--- src/frd_map.vh ---
// Opcode patterns, field positions and flag positions of the file-register op decoder
`ifndef FRD_MAP_VH
`define FRD_MAP_VH
// Opcode upper six bits (instr[15:10])
`define FRD_OP_ADD_WITH_CARRY 6'h08
`define FRD_OP_DEC_SKIP_ZERO 6'h0B
`define FRD_OP_INC_SKIP_ZERO 6'h0F
`define FRD_OP_INC_SKIP_NONZERO 6'h12
`define FRD_OP_DEC_SKIP_NONZERO 6'h13
`define FRD_OP_COMPARE_GROUP 6'h18
// Compare sub-op in instr[9:9]/[10:9] for the 0110 0xxa group (instr[15:9])
`define FRD_CMP_LESS 7'h30
`define FRD_CMP_EQUAL 7'h31
`define FRD_CMP_GREATER 7'h32
// Field positions in the instruction word
`define FRD_BIT_DEST 9
`define FRD_BIT_ACCESS 8
// Status flag positions
`define FRD_FLAG_C 0
`define FRD_FLAG_DC 1
`define FRD_FLAG_Z 2
`define FRD_FLAG_OV 3
`define FRD_FLAG_N 4
// Access-bank split point and reset values
`define FRD_ACCESS_SPLIT 8'h80
`define FRD_ACCESS_HIGH_BANK 4'hF
`define FRD_RESET_STATUS 5'h00
`endif

--- src/frd_file_register_op_decoder.v ---
// Decode-and-execute logic for the file-register add, compare-skip and inc/dec-skip instructions
`include "frd_map.vh"

// What this block does
// - 0010 00da adds working register, carry and file byte; updates C, DC, Z, OV, N
// - 0110 001a skips next instruction when file byte equals working register; flags kept
// - 0110 010a skips next instruction when file byte exceeds working register; flags kept
// - 0110 000a skips next instruction when file byte is below working register
// - 0010 11da decrements file byte, stores it, skips when result is zero
// - 0100 11da decrements file byte, stores it, skips when result is non-zero
// - 0011 11da increments file byte, stores it, skips when result is zero
// - 0100 10da increments file byte, stores it, skips when result is non-zero
// - A taken skip adds a second cycle executed as a no-operation
// - Skipping a two-word instruction costs a third no-operation cycle
module frd_file_register_op_decoder #(
   parameter DATA_W = 8
) (
   input wire sys_clk,
   input wire rstn,
   input wire instr_valid,
   input wire [15:0] instr,
   input wire next_is_two_word,
   input wire [3:0] bank_select,
   input wire [DATA_W-1:0] working_register,
   input wire [DATA_W-1:0] file_rdata,
   input wire [4:0] status_in,
   output reg [11:0] file_addr,
   output reg file_we,
   output reg [DATA_W-1:0] file_wdata,
   output reg working_register_we,
   output reg [DATA_W-1:0] working_register_wdata,
   output reg status_we,
   output reg [4:0] status_out,
   output reg skip_taken,
   output reg nop_cycle,
   output reg busy,
   output reg op_done
);

   // ------------------------------------------------------------
   // States
   // ------------------------------------------------------------
   localparam ST_IDLE = 3'b001;
   localparam ST_EXEC = 3'b010;
   localparam ST_NOP = 3'b100;

   // Sequencer state, NOP countdown and held instruction
   reg [2:0] state;
   reg [2:0] next_state;
   reg [1:0] nop_left;
   reg [15:0] op_word;
   reg two_word_latch;

   // ------------------------------------------------------------
   // Address forming
   // ------------------------------------------------------------

   // Forms the full 12-bit file address from a and f
   function [11:0] full_addr;
      input [15:0] w;
      input [3:0] bsr;
      begin
         if (w[`FRD_BIT_ACCESS]) begin
            full_addr = {bsr, w[7:0]};
         end else if (w[7:0] < `FRD_ACCESS_SPLIT) begin
            full_addr = {4'h0, w[7:0]};
         end else begin
            full_addr = {`FRD_ACCESS_HIGH_BANK, w[7:0]};
         end
      end
   endfunction

   // ------------------------------------------------------------
   // Combinational execute
   // ------------------------------------------------------------
   wire [5:0] opc = op_word[15:10];
   wire [6:0] opc7 = op_word[15:9];
   wire dest = op_word[`FRD_BIT_DEST];
   // Adder with carry in, nibble carry and the inc/dec results
   wire [DATA_W:0] add_sum = {1'b0, file_rdata} + {1'b0, working_register} + {{DATA_W{1'b0}}, status_in[`FRD_FLAG_C]};
   wire [4:0] nib_sum = {1'b0, file_rdata[3:0]} + {1'b0, working_register[3:0]} + {4'h0, status_in[`FRD_FLAG_C]};
   wire [DATA_W-1:0] dec_val = file_rdata - {{(DATA_W-1){1'b0}}, 1'b1};
   wire [DATA_W-1:0] inc_val = file_rdata + {{(DATA_W-1){1'b0}}, 1'b1};

   // Decode results for the execute cycle
   reg is_known;
   reg do_write;
   reg do_skip;
   reg do_status;
   reg [DATA_W-1:0] result;
   reg [4:0] next_status;

   // Decode and evaluate the held instruction
   always @* begin
      is_known = 1'b1;
      do_write = 1'b0;
      do_skip = 1'b0;
      do_status = 1'b0;
      result = file_rdata;
      next_status = status_in;
      if (opc == `FRD_OP_ADD_WITH_CARRY) begin
         result = add_sum[DATA_W-1:0];
         do_write = 1'b1;
         do_status = 1'b1;
         next_status[`FRD_FLAG_C] = add_sum[DATA_W];
         next_status[`FRD_FLAG_DC] = nib_sum[4];
         next_status[`FRD_FLAG_Z] = (add_sum[DATA_W-1:0] == {DATA_W{1'b0}});
         next_status[`FRD_FLAG_OV] = (file_rdata[DATA_W-1] == working_register[DATA_W-1]) &&
            (add_sum[DATA_W-1] != file_rdata[DATA_W-1]);
         next_status[`FRD_FLAG_N] = add_sum[DATA_W-1];
      end else if (opc == `FRD_OP_DEC_SKIP_ZERO) begin
         result = dec_val;
         do_write = 1'b1;
         do_skip = (dec_val == {DATA_W{1'b0}});
      end else if (opc == `FRD_OP_DEC_SKIP_NONZERO) begin
         result = dec_val;
         do_write = 1'b1;
         do_skip = (dec_val != {DATA_W{1'b0}});
      end else if (opc == `FRD_OP_INC_SKIP_ZERO) begin
         result = inc_val;
         do_write = 1'b1;
         do_skip = (inc_val == {DATA_W{1'b0}});
      end else if (opc == `FRD_OP_INC_SKIP_NONZERO) begin
         result = inc_val;
         do_write = 1'b1;
         do_skip = (inc_val != {DATA_W{1'b0}});
      end else if (opc7 == `FRD_CMP_EQUAL) begin
         do_skip = (file_rdata == working_register);
      end else if (opc7 == `FRD_CMP_GREATER) begin
         do_skip = (file_rdata > working_register);
      end else if (opc7 == `FRD_CMP_LESS) begin
         do_skip = (file_rdata < working_register);
      end else begin
         is_known = 1'b0;
      end
   end

   // ------------------------------------------------------------
   // Next state
   // ------------------------------------------------------------
   always @* begin
      case (state)
         ST_IDLE: begin
            next_state = instr_valid ? ST_EXEC : ST_IDLE;
         end
         ST_EXEC: begin
            next_state = (is_known && do_skip) ? ST_NOP : ST_IDLE;
         end
         ST_NOP: begin
            next_state = (nop_left == 2'd1) ? ST_IDLE : ST_NOP;
         end
         default: begin
            next_state = ST_IDLE;
         end
      endcase
   end

   // ------------------------------------------------------------
   // Sequencer and registered outputs
   // ------------------------------------------------------------
   always @(posedge sys_clk or negedge rstn) begin
      if (!rstn) begin
         state <= ST_IDLE;
         nop_left <= 2'd0;
         op_word <= 16'h0000;
         two_word_latch <= 1'b0;
         file_addr <= 12'h000;
         file_we <= 1'b0;
         file_wdata <= {DATA_W{1'b0}};
         working_register_we <= 1'b0;
         working_register_wdata <= {DATA_W{1'b0}};
         status_we <= 1'b0;
         status_out <= `FRD_RESET_STATUS;
         skip_taken <= 1'b0;
         nop_cycle <= 1'b0;
         busy <= 1'b0;
         op_done <= 1'b0;
      end else begin
         state <= next_state;
         file_we <= 1'b0;
         working_register_we <= 1'b0;
         status_we <= 1'b0;
         skip_taken <= 1'b0;
         op_done <= 1'b0;
         nop_cycle <= (next_state == ST_NOP);
         busy <= (next_state != ST_IDLE);
         case (state)
            ST_IDLE: begin
               if (instr_valid) begin
                  op_word <= instr;
                  two_word_latch <= next_is_two_word;
                  file_addr <= full_addr(instr, bank_select);
               end
            end
            ST_EXEC: begin
               op_done <= 1'b1;
               if (is_known && do_write) begin
                  // Destination select
                  file_we <= dest;
                  working_register_we <= ~dest;
                  file_wdata <= result;
                  working_register_wdata <= result;
               end
               if (is_known && do_status) begin
                  status_we <= 1'b1;
                  status_out <= next_status;
               end
               if (is_known && do_skip) begin
                  skip_taken <= 1'b1;
                  nop_left <= two_word_latch ? 2'd2 : 2'd1;
               end
            end
            ST_NOP: begin
               nop_left <= nop_left - 2'd1;
            end
            default: begin
               nop_left <= 2'd0;
            end
         endcase
      end
   end

endmodule

--- config.mk ---
export PLATFORM = sky130hd
export DESIGN_NAME = frd_file_register_op_decoder
export DESIGN_NICKNAME = d
export VERILOG_FILES = /design/src/frd_file_register_op_decoder.v
export VERILOG_INCLUDE_DIRS = /design/src /design/src/src
export SDC_FILE = /design/constraint.sdc
export NUM_CORES = 1
export LEC_CHECK = 0
export BUFFER_PORTS_ARGS = -buffer_cell sky130_fd_sc_hd__buf_4
export CORE_ASPECT_RATIO = 0.5
export CORE_UTILIZATION = 50
export CTS_CLUSTER_DIAMETER = 30
export CTS_CLUSTER_SIZE = 14
export DETAILED_ROUTE_END_ITERATION = 12
export GPL_TIMING_DRIVEN = 0
export PLACE_DENSITY = 0.77
export RECOVER_POWER = 50
export SLEW_MARGIN = 20
export SYNTH_ARGS = -nofsm -noshare
export SYNTH_HDL_FRONTEND = slang
export SYNTH_SLANG_ARGS = --single-unit
--- constraint.sdc ---
create_clock -name sys_clk -period 3 [get_ports sys_clk]
set_clock_uncertainty 0.15 [all_clocks]
set_input_delay 0.45 -clock sys_clk [delete_from_list [all_inputs] [get_ports sys_clk]]
set_output_delay 0.45 -clock sys_clk [all_outputs]
set_load 0.05 [all_outputs]
Yosys cells after proc, flatten, opt, wreduce, memory -nomap -nowiden
Cells that the tools add are included.
{"block": "word_totals", "in_bits": 45, "elab_cells": 103, "regBits": 54}
{"block": "op_classes", "bitwise_logic": 2, "eq_ne": 18, "n_reduce_logical": 13, "n_lt_le_gt_ge": 3, "n_addsub": 7, "n_mux": 46}
{"cell": "$mux W8", "n": 5}
{"cell": "$mux W1", "n": 31}
{"cell": "$logic_not A8 Y1", "n": 3}
{"cell": "$mux W12", "n": 2}
{"cell": "$eq A7 B6 Y1 const B", "n": 3}
{"cell": "$eq A6 B4 Y1 const B", "n": 3}
{"cell": "$reduce_bool A8 Y1", "n": 2}
{"cell": "$eq A6 B5 Y1 const B", "n": 2}
{"cell": "$add A8 B8 Y9", "n": 1}
{"cell": "$add A9 B1 Y9", "n": 1}
{"cell": "$pmux W3 S3", "n": 1}
{"cell": "$add A8 B1 Y8 const B", "n": 1}
{"cell": "$eq A8 B8 Y1", "n": 1}
{"cell": "$gt A8 B8 Y1", "n": 1}
{"cell": "$lt A8 B8 Y1", "n": 1}
{"cell": "$lt A8 B8 Y1 const B", "n": 1}
{"cell": "$reduce_and A2 Y1", "n": 4}
{"cell": "$sub A8 B1 Y8 const B", "n": 1}
{"cell": "$eq A3 B3 Y1 const B", "n": 2}
{"cell": "$mux W2", "n": 3}
{"cell": "$mux W3", "n": 2}
{"cell": "$pmux W2 S3", "n": 1}
{"cell": "$add A4 B4 Y5", "n": 1}
{"cell": "$add A5 B1 Y5", "n": 1}
{"cell": "11 further kinds", "n": 15}

Depth between registers and ports, before layout
{"block": "logic_depth", "depth_word": 13, "mapped_depth": 11}

Worst setup path after synthesis
OpenSTA, ideal clock, no wires.
{"block": "synth_timing", "path_type": "input -> register", "from": "input file_rdata[0]", "to": "register status_out[2]", "path_stages": 11, "path_slack_ns": 0.297, "setup_time_ns": 0.067, "arrival_ns": 2.486, "path_buffers": 1, "cell_sequence": "buf_4 > inv_1 > fa_1 > fa_1 > o21bai_1 > a21oi_1 > o21bai_1 > a21oi_1 > xor2_1 > nor4_1 > a22o_1"}
{"block": "synth_between", "elab_chain_len": 4}
{"element": "start, declared", "line": "frd_file_register_op_decoder.v:25", "rtl": "input wire [DATA_W-1:0] file_rdata,"}
{"element": "$add A8 B8 Y9", "line": "frd_file_register_op_decoder.v:80", "rtl": "wire [DATA_W:0] add_sum = {1'b0, file_rdata} + {1'b0, working_register} + {{DATA_W{1'b0}}, status_in[`FRD_FLAG ..."}
{"element": "$add A9 B1 Y9", "line": "frd_file_register_op_decoder.v:80"}
{"element": "$logic_not A8 Y1", "line": "frd_file_register_op_decoder.v:107", "rtl": "next_status[`FRD_FLAG_Z] = (add_sum[DATA_W-1:0] == {DATA_W{1'b0}});"}
{"element": "$mux W5", "line": "frd_file_register_op_decoder.v:101", "rtl": "if (opc == `FRD_OP_ADD_WITH_CARRY) begin"}
{"element": "end signal, assigned", "line": "frd_file_register_op_decoder.v:173", "rtl": "status_out <= `FRD_RESET_STATUS;"}
{"element": "end signal, assigned", "line": "frd_file_register_op_decoder.v:206", "rtl": "status_out <= next_status;"}
{"element": "end, declared", "line": "frd_file_register_op_decoder.v:33", "rtl": "output reg [4:0] status_out,"}
Every way passes these cells.
A chain may end at the register's enable or synchronous reset.

Worst setup path in the final report
Ends and elaborated chain as after synthesis.

==> metrics.txt <==
status complete, but fails checks; failing checks max-capacitance violations, max-slew violations; CTS tree yes; period utilization 0.927; fillers 482; H-tree Lvls 2; CP endpoint status_out[2]$_DFFE_PN0P_; Post-DP Area 0.00382 mm2; Reg power frac 0.311; Die Height 57.8 um; RR Startpoint op_word[15]$_DFFE_PN0P_; Post-Place Cells 502; Initial Utilization 0.543; Max Root-Sink Buffers 2; Max Slew Vio Count 46; Syn Area/Cell 9.21 um2; hpwl dp 5.69 mm; wire length per cell 14.2 um; worst min path class in -> reg; final hold vios 0; switching part of the total 0.442; crit path launch file_rdata[0]; post-route setup slack 0.218 ns; post-synth top area share 0.354; logic gate share of total power 0.486; Reg2Reg Setup Slack 0.49 ns; via/cell ratio 5.40; Syn Inst Count 338; Syn-to-layout area delta 25.0%; # nets final 491; Leak 0.00181 uW; Routed Antenna Nets 0; Clock power frac 0.203; row count 19; met2 Usage GRT 0.396; Yosys reg bits 45; Synth area leaders dfrtp_1 35%, ha_1 7.6%, mux2_2 5.4%; grt total ovfl 0; CTS clk-pin slew, worst paths 0.07 ns; share of cells above drive strength 1 0.279; RSZ-0062 raised after global routing false; Critical Path RT 3.08 ns; Vias 2755; Cell Pwr Density 689 mW/mm2; drt first-iter violations 181; ys async rst share 1.00; n_diodes 0; initial antenna violation count 0; Final setup viols 0; DRC 0; CORE AREA 0.00573 mm2; port bufs 80; arrival time at the worst endpoint 2.86 ns; Register-to-Register Path Depth 7; YS warnings 0; Psw 1190 uW; largest net degree at the start of global routing 46; worst flop-to-flop path endpoint nop_left[0]$_DFFE_PN0P_; # IOs 85; Worst Max-Slew Pin Slew 2.35 ns; Synth Flop Type dfrtp_1; Pint 1500 uW; Post-synth EDFFs 0; Finished Layout Cells 510; DP Worst Slack -0.116 ns; Peak Freq 359 MHz; Synth cell types 61; minimum clock period 2.78 ns; total CTS buffers 5; endpoint kind of the worst setup timing path flop; Synth Cell Area 0.00311 mm2; post-synthesis sequential area ratio 0.362; Setup Buffers After CTS 0; Die Area 0.00656 mm2; GRT met3 Usage 0.0324; clk_lat worst skew 0.29 ns; largest area contributor in the netlist dfrtp_1; Critical Path Start Type primary input; GRT Max-Usage Layer met2; GPL Wtd Cong 0.921; M1 GR Usage 0.309; setup TNS 0 ns; relative slew slack -0.567; CTS Root Cell clkbuf_16; first-pass GRT wire length 11.9 mm; clk sinks 45; die width 114 um; DRT Wirelength 7.27 mm; Max Cap Viol 1; Peak VDD IR 0.424 mV; crit path max fanout 10; drt pass-1 iters 5; Final Cell Area 0.00389 mm2; critical path type in -> reg; most common cell after layout, fill and taps aside buf_4; Post-Syn Nets 404; commonest cells after routing, fill and taps aside 79 x buf_4, 44 x dfrtp_1, 29 x a21oi_1; vias in the first global route 2597; GRT Overall Usage 0.230
## sequential cells by signal (all words and copies together), names as in the netlist
| name | cells |
|---|---|
| file_addr | 12 |
| working_register_wdata | 8 |
| op_word | 7 |
| status_out | 5 |
| state | 3 |
| nop_left | 2 |
| busy | 1 |
| file_we | 1 |
| nop_cycle | 1 |
| op_done | 1 |
| skip_taken | 1 |
| status_we | 1 |
| two_word_latch | 1 |
| working_register_we | 1 |
## cell type report
| class | instances | area, um2 | area share |
|---|---|---|---|
| multi-input cells | 240 | 1680 | 0.432 |
| well taps | 84 | 105 | 0.0270 |
| clock inverters | 3 | 21.3 | 0.00546 |
| clock buffers | 5 | 125 | 0.0321 |
| inverters | 22 | 82.6 | 0.0212 |
| flip-flops and latches | 45 | 1130 | 0.290 |
| plain buffers | 31 | 224 | 0.0575 |
| repair buffers | 80 | 526 | 0.135 |
## synth_stat cells (6+ instances only)
cell      count
mux2_2       15
nor3_1        7
nand4_1       6
o21bai_1      6
dfrtp_1      44
xnor2_1       6
nor2b_1       8
nand2_1      28
inv_1        21
ha_1         19
xor2_1        7
a21oi_1      30
buf_4        19
nor2_1       25
clkbuf_1      6
o21ai_0      18
## per-stage QoR
stage               hold WS, ns  total power, uW  utilization
global placement          0.317             2160        0.667
floorplan               0.00441             1800            -
CTS                      0.0255             2740        0.693
finish                    0.234             2680        0.679
detailed placement        0.322             2200        0.667
global route              0.240             2820        0.679
## worst min path at each step
stage | start | endpoint | slack [ns] | cells past startpoint
global route | instr[9] | op_word[9]$_DFFE_PN0P_ | 0.24 | 3
global placement | rstn | status_out[3]$_DFFE_PN0P_ | 0.32 | 1
CTS | rstn | status_out[0]$_DFFE_PN0P_ | 0.03 | 1
detailed placement | status_out[1]$_DFFE_PN0P_ | status_out[1]$_DFFE_PN0P_ | 0.32 | 2
finish | instr[9] | op_word[9]$_DFFE_PN0P_ | 0.23 | 3
floorplan | rstn | busy$_DFF_PN0_ | 0.004 | 0
## logic make-up (layout without fill, tap and decap cells)
family / Yosys count / in the layout / synth area share
mux: 19 / 19 / 0.0671
buf+inv: 53 / 141 / 0.101
simple gates: 104 / 104 / 0.178
compound gates: 83 / 83 / 0.166
xor+xnor: 13 / 13 / 0.0366
fa+ha+maj: 21 / 21 / 0.0892
flops: 45 / 45 / 0.362
## layer usage
| layer | wire length (um) | part of all wire |
|---|---|---|
| met1 | 3270 | 0.45 |
| met3 | 464 | 0.064 |
| met4 | 95 | 0.013 |
| met2 | 3430 | 0.47 |
| met5 | 0 | 0 |
## power groups by stage
stage | combinational, uW | sequential [uW] | clock, uW
floorplan | 707 | 1090 | 0
global placement | 1320 | 841 | 0
detailed placement | 1350 | 849 | 0
CTS | 1350 | 837 | 557
global route | 1380 | 857 | 587
finish | 1300 | 834 | 545
## critical path, stage by stage
cell and delay (ns):
buf_4 0.11, buf_4 0.17, inv_1 0.11, fa_1 0.45, fa_1 0.43, o21bai_1 0.18, a21oi_2 0.11, o21bai_1 0.14
a21oi_1 0.11, xor2_1 0.17, nor4_1 0.26, a22o_1 0.17
## repair_timing
item                                   in CTS  in global routing
hold buffers                                0                  0
endpoints found under the hold margin       0                  0
resized for setup                           0                  2
setup endpoints to repair                   0                  3
(Power assumes the default switching activity.)
